**src/inc/timer_pkg.sv**
```systemverilog
// constants, register map and field layout of the 16-bit reload/capture timer
// assumes an 8-bit special-function-register bus with byte addresses
// How it works
// - rollover up sets sticky overflow flag
// - software writing one to overflow requests interrupt
// - interrupt asserted while overflow flag and enable
// - trigger falling edge sets external flag when enabled
// - direction bit zero counts up, one down
// - down rollover zero to all-ones sets overflow
// - event counter mode counts count-pin edges
// - each count-pin falling edge steps counter once
// - clock source bit picks neighbour overflow
// - prescaler divides by two to field, capped
// - trigger pin ignored unless trigger enable set
// - capture select zero: trigger reloads counter
// - capture select one: trigger captures counter
// - counter advances only while run bit set
// - output enable drives pin, else deactivated
// - pulse mode: one-clock pulse per overflow
// - toggle mode: output inverts on overflow
// - always one 16-bit counter, no split
package timer_pkg;
    localparam logic [7:0] ADDR_COUNT_LOW   = 8'h8E;
    localparam logic [7:0] ADDR_COUNT_HIGH  = 8'h8F;
    localparam logic [7:0] ADDR_RELOAD_LOW  = 8'h96;
    localparam logic [7:0] ADDR_RELOAD_HIGH = 8'h97;
    localparam logic [7:0] ADDR_CONTROL     = 8'h9C;
    localparam logic [7:0] ADDR_CLOCK_CFG   = 8'h9D;
    localparam logic [7:0] RESET_BYTE       = 8'h00;
    localparam int BIT_OVERFLOW_FLAG    = 7;
    localparam int BIT_EXTERNAL_FLAG    = 6;
    localparam int BIT_COUNT_DOWN       = 5;
    localparam int BIT_TOGGLE_MODE      = 4;
    localparam int BIT_TRIGGER_ENABLE   = 3;
    localparam int BIT_RUN              = 2;
    localparam int BIT_EVENT_COUNTER    = 1;
    localparam int BIT_CAPTURE_SELECT   = 0;
    localparam int BIT_CLOCK_SOURCE     = 5;
    localparam int BIT_OUTPUT_ENABLE    = 4;
    localparam logic [7:0] CLOCK_CFG_MASK = 8'h3F;
    localparam logic [3:0] PRESCALE_MAX   = 4'hE;
    localparam logic [15:0] COUNT_ALL_ONES = 16'hFFFF;
    localparam logic [15:0] COUNT_ZERO     = 16'h0000;
    typedef enum logic [1:0] {
        SRC_PRESCALER = 2'b00,
        SRC_NEIGHBOUR = 2'b01,
        SRC_COUNT_PIN = 2'b10
    } tick_source_t;
endpackage : timer_pkg

```
**src/inc/edge_if.sv**
```systemverilog
// carries a falling-edge detector's pin sample and event pulse
// assumes one clock domain shared by both ends
`timescale 1ns/10ps
`default_nettype none
interface edge_if;
    logic pin;
    logic fall;
    modport detector (input pin, output fall);
    modport user     (output pin, input fall);
endinterface : edge_if
`default_nettype wire

```
**src/design/timer_two_reload_capture.sv**
```systemverilog
// 16-bit timer/counter with prescaler, reload/capture and output pin
// assumes sfr_* bus synchronous to clk; reads return data one cycle later
`timescale 1ns/10ps
`default_nettype none
module timer_two_reload_capture
    import timer_pkg::*;
(
    input  wire logic       clk,
    input  wire logic       resetn,
    input  wire logic [7:0] sfr_addr,
    input  wire logic       sfr_wr,
    input  wire logic       sfr_rd,
    input  wire logic [7:0] sfr_wdata,
    output var  logic [7:0] sfr_rdata,
    input  wire logic       timer_int_enable,
    input  wire logic       neighbour_overflow,
    input  wire logic       count_input_pin,
    input  wire logic       trigger_pin,
    output var  logic       timer_irq,
    output var  logic       timer_out,
    output var  logic       timer_out_oe
);
    logic rst_a_q;
    logic rst_n_q;
    always_ff @(posedge clk or negedge resetn) begin
        if (!resetn) begin
            rst_a_q <= 1'b0;
            rst_n_q <= 1'b0;
        end else begin
            rst_a_q <= 1'b1;
            rst_n_q <= rst_a_q;
        end
    end

    edge_if count_e ();
    edge_if trig_e ();
    assign count_e.pin = count_input_pin;
    assign trig_e.pin  = trigger_pin;
    fall_detect u_count (.clk(clk), .rst_n(rst_n_q), .e(count_e));
    fall_detect u_trig  (.clk(clk), .rst_n(rst_n_q), .e(trig_e));

    // one counter register pair; no 8-bit split exists
    logic [15:0] count_q;
    logic [15:0] count_d;
    logic [15:0] reload_q;
    logic [15:0] reload_d;
    logic [7:0]  ctrl_q;
    logic [7:0]  ctrl_d;
    logic [7:0]  ccfg_q;
    logic [13:0] pre_q;
    logic        swreq_q;
    logic        irq_q;
    logic        out_q;
    logic        oe_q;
    logic [7:0]  rdata_q;

    function automatic logic [13:0] prescale_mask(input logic [3:0] f);
        logic [3:0] e;
        e = (f > PRESCALE_MAX) ? PRESCALE_MAX : f;
        prescale_mask = 14'((15'h0001 << e) - 15'h0001);
    endfunction : prescale_mask

    function automatic logic wr_hit(input logic [7:0] a, input logic [7:0] target, input logic w);
        wr_hit = w && (a == target);
    endfunction : wr_hit

    wire        run         = ctrl_q[BIT_RUN];
    wire        down        = ctrl_q[BIT_COUNT_DOWN];
    wire        trig_en     = ctrl_q[BIT_TRIGGER_ENABLE];
    wire        cap_sel     = ctrl_q[BIT_CAPTURE_SELECT];
    wire        toggle_mode = ctrl_q[BIT_TOGGLE_MODE];
    wire [13:0] pmask       = prescale_mask(ccfg_q[3:0]);
    wire        pre_tick    = (pre_q & pmask) == pmask;

    tick_source_t src;
    assign src = ctrl_q[BIT_EVENT_COUNTER] ? SRC_COUNT_PIN
               : ccfg_q[BIT_CLOCK_SOURCE] ? SRC_NEIGHBOUR
               : SRC_PRESCALER;

    logic tick;
    always_comb begin
        case (src)
            SRC_PRESCALER: tick = pre_tick;
            SRC_NEIGHBOUR: tick = neighbour_overflow;
            SRC_COUNT_PIN: tick = count_e.fall;
            default:       tick = 1'b0;
        endcase
    end

    wire step      = run && tick;
    wire wrap_up   = !down && (count_q == COUNT_ALL_ONES);
    wire wrap_down = down && (count_q == COUNT_ZERO);
    wire overflow  = step && (wrap_up || wrap_down);
    wire trig_act  = trig_en && trig_e.fall;
    wire do_reload = trig_act && !cap_sel;
    wire do_capt   = trig_act && cap_sel;

    wire w_cl  = wr_hit(sfr_addr, ADDR_COUNT_LOW, sfr_wr);
    wire w_ch  = wr_hit(sfr_addr, ADDR_COUNT_HIGH, sfr_wr);
    wire w_rl  = wr_hit(sfr_addr, ADDR_RELOAD_LOW, sfr_wr);
    wire w_rh  = wr_hit(sfr_addr, ADDR_RELOAD_HIGH, sfr_wr);
    wire w_ctl = wr_hit(sfr_addr, ADDR_CONTROL, sfr_wr);
    wire w_cfg = wr_hit(sfr_addr, ADDR_CLOCK_CFG, sfr_wr);

    // reload beats stepping; software write to a byte beats both
    always_comb begin
        count_d = count_q;
        if (do_reload)
            count_d = reload_q;
        else if (step)
            count_d = down ? count_q - 16'h0001 : count_q + 16'h0001;
        if (w_cl)
            count_d[7:0] = sfr_wdata;
        if (w_ch)
            count_d[15:8] = sfr_wdata;
    end

    always_comb begin
        reload_d = reload_q;
        if (w_rl)
            reload_d[7:0] = sfr_wdata;
        if (w_rh)
            reload_d[15:8] = sfr_wdata;
        if (do_capt)
            reload_d = count_q;
    end

    // hardware set wins over a software clear in the same cycle
    always_comb begin
        ctrl_d = w_ctl ? sfr_wdata : ctrl_q;
        if (overflow)
            ctrl_d[BIT_OVERFLOW_FLAG] = 1'b1;
        if (trig_act)
            ctrl_d[BIT_EXTERNAL_FLAG] = 1'b1;
    end

    wire sw_ovf_write = w_ctl && sfr_wdata[BIT_OVERFLOW_FLAG];
    wire irq_d = timer_int_enable && (ctrl_d[BIT_OVERFLOW_FLAG] || sw_ovf_write || swreq_q);
    wire out_d = toggle_mode ? (out_q ^ overflow) : overflow;

    logic [7:0] rmux;
    always_comb begin
        case (sfr_addr)
            ADDR_COUNT_LOW:   rmux = count_q[7:0];
            ADDR_COUNT_HIGH:  rmux = count_q[15:8];
            ADDR_RELOAD_LOW:  rmux = reload_q[7:0];
            ADDR_RELOAD_HIGH: rmux = reload_q[15:8];
            ADDR_CONTROL:     rmux = ctrl_q;
            ADDR_CLOCK_CFG:   rmux = ccfg_q;
            default:          rmux = RESET_BYTE;
        endcase
    end

    always_ff @(posedge clk or negedge rst_n_q) begin
        if (!rst_n_q) begin
            count_q  <= COUNT_ZERO;
            reload_q <= COUNT_ZERO;
            ctrl_q   <= RESET_BYTE;
            ccfg_q   <= RESET_BYTE;
        end else begin
            count_q  <= count_d;
            reload_q <= reload_d;
            ctrl_q   <= ctrl_d;
            if (w_cfg)
                ccfg_q <= sfr_wdata & CLOCK_CFG_MASK;
        end
    end

    // prescaler free-runs; a new field value takes effect at the next aligned boundary
    always_ff @(posedge clk or negedge rst_n_q) begin
        if (!rst_n_q) begin
            pre_q <= 14'h0000;
        end else begin
            pre_q <= pre_q + 14'h0001;
        end
    end

    // software-written overflow request holds one extra cycle so a pulse is seen
    always_ff @(posedge clk or negedge rst_n_q) begin
        if (!rst_n_q) begin
            swreq_q <= 1'b0;
            irq_q   <= 1'b0;
            out_q   <= 1'b0;
            oe_q    <= 1'b0;
            rdata_q <= RESET_BYTE;
        end else begin
            swreq_q <= sw_ovf_write;
            irq_q   <= irq_d;
            out_q   <= out_d;
            oe_q    <= ccfg_q[BIT_OUTPUT_ENABLE];
            if (sfr_rd)
                rdata_q <= rmux;
        end
    end

    assign sfr_rdata    = rdata_q;
    assign timer_irq    = irq_q;
    assign timer_out    = out_q;
    assign timer_out_oe = oe_q;
endmodule : timer_two_reload_capture
`default_nettype wire

```
**src/design/fall_detect.sv**
```systemverilog
// synchroniser and falling-edge detector for one pin
// assumes pins asynchronous to clk may arrive; reset is the synchronised copy
`timescale 1ns/10ps
`default_nettype none
module fall_detect (
    input  wire logic clk,
    input  wire logic rst_n,
    edge_if.detector  e
);
    logic meta_q;
    logic sync_q;
    logic last_q;
    logic fall_q;
    wire  fall_d = last_q & ~sync_q;
    always_ff @(posedge clk or negedge rst_n) begin
        if (!rst_n) begin
            meta_q <= 1'b1;
            sync_q <= 1'b1;
            last_q <= 1'b1;
            fall_q <= 1'b0;
        end else begin
            meta_q <= e.pin;
            sync_q <= meta_q;
            last_q <= sync_q;
            fall_q <= fall_d;
        end
    end
    assign e.fall = fall_q;
endmodule : fall_detect
`default_nettype wire

```
**config.mk**
```make
export PLATFORM = sky130hd
export DESIGN_NAME = timer_two_reload_capture
export DESIGN_NICKNAME = d
export VERILOG_FILES = /design/src/inc/timer_pkg.sv /design/src/inc/edge_if.sv /design/src/design/timer_two_reload_capture.sv /design/src/design/fall_detect.sv
export SDC_FILE = /design/constraint.sdc
export NUM_CORES = 1
export LEC_CHECK = 0
export ABC_CLOCK_PERIOD_IN_PS = 3100
export BUFFER_PORTS_ARGS = -buffer_cell sky130_fd_sc_hd__buf_2
export CAP_MARGIN = 25
export CORE_ASPECT_RATIO = 0.75
export CORE_MARGIN = 4
export CORE_UTILIZATION = 35
export CTS_BUF_LIST = sky130_fd_sc_hd__clkbuf_4
export DETAILED_ROUTE_END_ITERATION = 6
export PLACE_DENSITY = 0.57
export SLEW_MARGIN = 15
export SYNTH_ARGS = -nofsm -noshare
export SYNTH_HDL_FRONTEND = slang
export SYNTH_HIERARCHICAL = 1
export SYNTH_SLANG_ARGS = --single-unit
```
**constraint.sdc**
```tcl
create_clock -name clk -period 3.1 [get_ports clk]
set_input_delay 0.31 -clock clk [delete_from_list [all_inputs] [get_ports clk]]
set_output_delay 0.31 -clock clk [all_outputs]
set_load 0.1 [all_outputs]
```
* Word level (Yosys, flattened, before mapping)
Cells that the tools add are included.
** Operators by class
- Equal/unequal tests :: 10
- Order comparisons :: 1
- Multiplexer cells :: 17
- Bitwise logic cells :: 6
- Shift-type cells :: 1
- Add/sub/neg operators :: 4
- Reduce and logical (&&, ||, !) cells :: 27
** Operator list (count)
- $mux 16 :: 4
- $eq 8x8->1 const B :: 6
- $pmux 8 s6 :: 1
- $mux 8 :: 5
- $add 16x1->16 const B :: 1
- $eq 16x16->1 const B :: 1
- $logic_not 16->1 :: 1
- $sub 16x1->16 const B :: 1
- $logic_and 1x1->1 :: 15
- $add 14x1->14 const B :: 1
- $and 14x14->14 :: 1
- $eq 14x14->1 :: 1
- $shl 1x4->14 const A :: 1
- $sub 14x1->14 const B :: 1
- $reduce_bool 2->1 :: 3
- $reduce_bool 3->1 :: 2
- $gt 4x4->1 const B :: 1
- $mux 1 :: 4
- $mux 4 :: 1
- $logic_or 1x1->1 :: 3
- $pmux 1 s3 :: 1
- $and 1x1->1 :: 2
- $eq 2x1->1 const B :: 1
- $eq 2x2->1 const B :: 1
- 5 further kinds :: 7
** Storage, ports and cells
- Input bits :: 24
- Bits in registers :: 82

* Depth between registers and ports, before layout
- Depth after elaboration :: 13
- Depth in mapped cells :: 13

* By module
Netlist, hierarchy kept.
** By module, submodules not included
- timer_two_reload_capture :: seq. area each 1851.8 um^2, cells an instance 502, area each 4688.2 um^2, instances 1
- fall_detect :: seq. area each 103.8 um^2, cells an instance 5, area each 117.6 um^2, instances 2

* Worst setup path after synthesis
Ideal clock, no wire load.
- Path kind :: register to register
- From :: register ccfg_q[1]
- To :: register count_q[10]
- Arrival time :: 2.896 ns
- Setup slack :: 0.082 ns
- Stages on the path, launching flop included :: 11
- Period minus slack after synthesis :: 3.018 ns
- Path buffers :: 1
- Library setup time :: 0.121 ns
- Cell sequence :: dfrtp_1 -> or4_4 -> ha_1 -> clkbuf_1 -> or3_1 -> a21boi_1 -> o21ai_1 -> a21o_1 -> a21o_1 -> or3_1 -> a32o_1
** Between the ends
- Longest elaborated chain between the ends :: 9
** Ends and longest elaborated chain
- start, declared :: RTL line timer_two_reload_capture.sv:49 : logic [7:0] ccfg_q;
- start signal, assigned :: RTL line timer_two_reload_capture.sv:165 : ccfg_q <= sfr_wdata & CLOCK_CFG_MASK;
- $gt 4x4->1 :: RTL line timer_two_reload_capture.sv:59 : e = (f > PRESCALE_MAX) ? PRESCALE_MAX : f;
- $mux 4 (*) :: RTL line timer_two_reload_capture.sv:59
- $shl 1x4->14 (*) :: RTL line timer_two_reload_capture.sv:60 : prescale_mask = 14'((15'h0001 << e) - 15'h0001);
- $sub 14x1->14 (*) :: RTL line timer_two_reload_capture.sv:60
- $and 14x14->14 :: RTL line timer_two_reload_capture.sv:73 : wire pre_tick = (pre_q & pmask) == pmask;
- $eq 14x14->1 (*) :: RTL line timer_two_reload_capture.sv:73
- $pmux 1 s3 (*) :: RTL line timer_two_reload_capture.sv:82 : case (src)
- $logic_and 1x1->1 (*) :: RTL line timer_two_reload_capture.sv:90 : wire step = run && tick;
- $reduce_bool 3->1 (no source line) (*)
- end signal, assigned :: RTL line timer_two_reload_capture.sv:161 : count_q <= count_d;
- end, declared :: RTL line timer_two_reload_capture.sv:43 : logic [15:0] count_q;
Every way passes the cells marked *; elsewhere a longest branch is shown, timed or not.
A chain may end at the register's enable or synchronous reset.

* Worst setup path in the final report
- From :: register ccfg_q[1]
- To :: register count_q[7]
The elaborated chain is that of the path after synthesis.

==> run metrics <==
slowest cell delay on critical path around 560 ps; Area Overhead vs Synth 14.26%; Cells after Synth just over 500; RSZ-0062 raised after global routing yes; Power Dens Cells roughly 650 mW/mm²; Routed WL per cell about 19 µm; WP data required around 3400 ps; ys flop type dfrtp_1; M1 GR Usage between 20% and 30%; antenna viol nets, final 0; syn_nets between 500 and 600; largest net degree at the start of global routing 81; Bufs on Longest Clock Path 2; total clock buffers created by CTS 9; Final period util 97.22%; Hold Path Class input pin to flip-flop; DR iter-0 viols 379; share of the synthesized area in the top cell type between 30 and 40%; post-synth top area cell dfrtp_1; die height 110.7 µm; library cells used by synthesis 67; Fin Clk Skew between 15 and 20 ps; mean post-synth cell area between 9 and 10 µm²; dpl hpwl 10.26 mm; power after layout about 3.6 mW; Initial DRT Pass Iterations 5; Max-slew headroom 55.19%; total gr overflow 0; Tightest Pin Transition 670.3 ps; initial core utilization a little over a third; synth cell count leaders dfrtp_1, nand2_1, nor2_1, a21oi_1, o21ai_0; final setup fails 0; vias in the first global route between 4000 and 5000; Worst EP arrival roughly 3400 ps; Leak between 2 and 2.5 nW; Die ar. about 0.016 mm²; DR vias 4233; clk_lat worst skew 440 ps; GP Congestion approximately 0.92; cell family with most CP delay simple AND/OR/NAND/NOR gates; Synth Cell Area 0.004923 mm²; CORE AREA 0.01375 mm²; Fin. Hold Viols 0; n_diodes 0; Global Route Usage Sum 17.71%; global-route wire length before repair about 23 mm; Slowest-stage cell, CP or4_4; WL final approximately 14 mm; ys async rst share 100.0%; share of cells above drive strength 1 approximately 20%; NumNets Final approximately 600; crit path max fanout 14; post-layout min period roughly 3000 ps; CP Cell Sequence or4_4 > ha_4 > nor2b_1 > a211oi_1 > nand4_1 > nor4b_4 > a211oi_2 > buf_12 > or3_1 > o221a_2; max_cap viols 0; Worst R2R Setup Slack between 80 and 90 ps; H-Tree Depth 3; CTS Root Cell clkbuf_4; Crit. End Element flip-flop; FP Rows 37; Ys Warns 6; Worst Setup Start Kind flip-flop; FMAX 331.8 MHz; Seq/Total Area, Yosys about two fifths; grt peak-use layer met1; # IOs 35; chip width 145.0 µm; M2 GR Usage 25.28%; VDD IR max 0.2009 mV; Crit Path Category flip-flop to flip-flop; TritonCTS Sinks slightly above 80; IO Port Bufs 34; Final Max Slew Viols 0; Area contributors post-synth dfrtp_1, nand2_1, mux2i_1, ha_1, xnor2_1; drt via density roughly 5.7; GRT met3 Usage between 4 and 5%; fin util between 40% and 50%; CTS tree yes; count leader, synth dfrtp_1; DRC violations left 0; outcome completed; synthesis-stage register bit count 82; buffers and inverters on the worst path 1; CTS clk-pin slew, worst paths ~130 ps; antenna violations before repair 0; EDFF count, synth 0
-- final timing paths --
path,from,cells after the start,to
max,ccfg_q[1],10,count_q[7]
min,timer_int_enable,2,timer_irq
max reg2reg,ccfg_q[1],10,count_q[7]
min reg2reg,rst_n_q,0,reload_q[5]
max in group asynchronous,rst_n_q,1,sfr_rdata[6]
min in group asynchronous,resetn,2,rst_n_q
-- per-layer routing --
layer / vias up / part of all wire (%)
li1: 1963 / -
met4: 0 / 1.0
met5: - / 0
met3: 13 / 7.5
met2: 168 / 42
met1: 2089 / 49
-- registers in the layout, summed over array words and instances (netlist names), 6 cells and up --
name       count
reload_q      16
sfr_rdata      8
ctrl_q         8
count_q       16
pre_q         14
ccfg_q         6
-- report_power, final --
group	internal (mW)	switching, mW	total (mW)
Sequential	1.21	0.240	1.45
Clock	0.243	0.387	0.630
Combinational	0.692	0.853	1.55
Total	2.15	1.48	3.63
-- worst register-to-register path, stage by stage (launching register included) --
cell,delay [ps]
dfrtp_1,400
or4_4,560
ha_4,210
nor2b_1,130
a211oi_1,200
nand4_1,170
nor4b_4,450
a211oi_2,160
buf_12,180
or3_1,340
o221a_2,120
-- cell usage in the layout, fill, tap and decap left out, types with 16 or more instances in the layout --
cell     count
nand2_1     63
a21oi_1     26
buf_4       18
dfrtp_1     75
xnor2_1     21
nor2_1      36
mux2_2      16
o21ai_0     24
buf_2       34
mux2i_1     22
-- through the flow --
step                      hold slack, ps  setup WS, ps  cell area, µm²  instances  setup TNS, ps
after global placement             94.44         54.89            5361        714              0
after detailed placement           97.95        -62.00            5361        714         -94.71
final                              92.06         86.04            5625        737              0
after CTS                          72.31         35.88            5540        734              0
after global routing               83.08        -10.12            5625        737         -18.55
after floorplan                    14.41         82.40            4923        512              0
-- what timing repair did --
action	4_1_cts	5_1_grt
resized for setup	2	9
setup buffers	1	1
hold buffers	3	0
pin swaps	1	4
setup endpoints to repair	6	8
hold endpoints to repair	4	0
-- kinds of logic (layout without fill, tap and decap cells) --
kind of cell	Yosys count	after routing	synth area share, %
xor+xnor	30	30	5.337
compound gates	131	131	18.40
buf+inv	33	83	2.719
simple gates	180	180	19.03
other cells	1	1	0.07617
mux	38	38	8.132
fa+ha+maj	17	17	4.473
flops	82	82	41.83
-- area by class of cell --
cell class | instances | area (µm²)
timing repair buffer | 58 | 394.1
clock buffer | 9 | 67.56
clock inverter | 7 | 70.07
fill | 1345 | 8124
sequential | 82 | 2063
inverter | 9 | 33.78
multi-input combinational | 397 | 2778
tap | 175 | 219.0
Note: power is estimated with default switching activity, not from simulation.
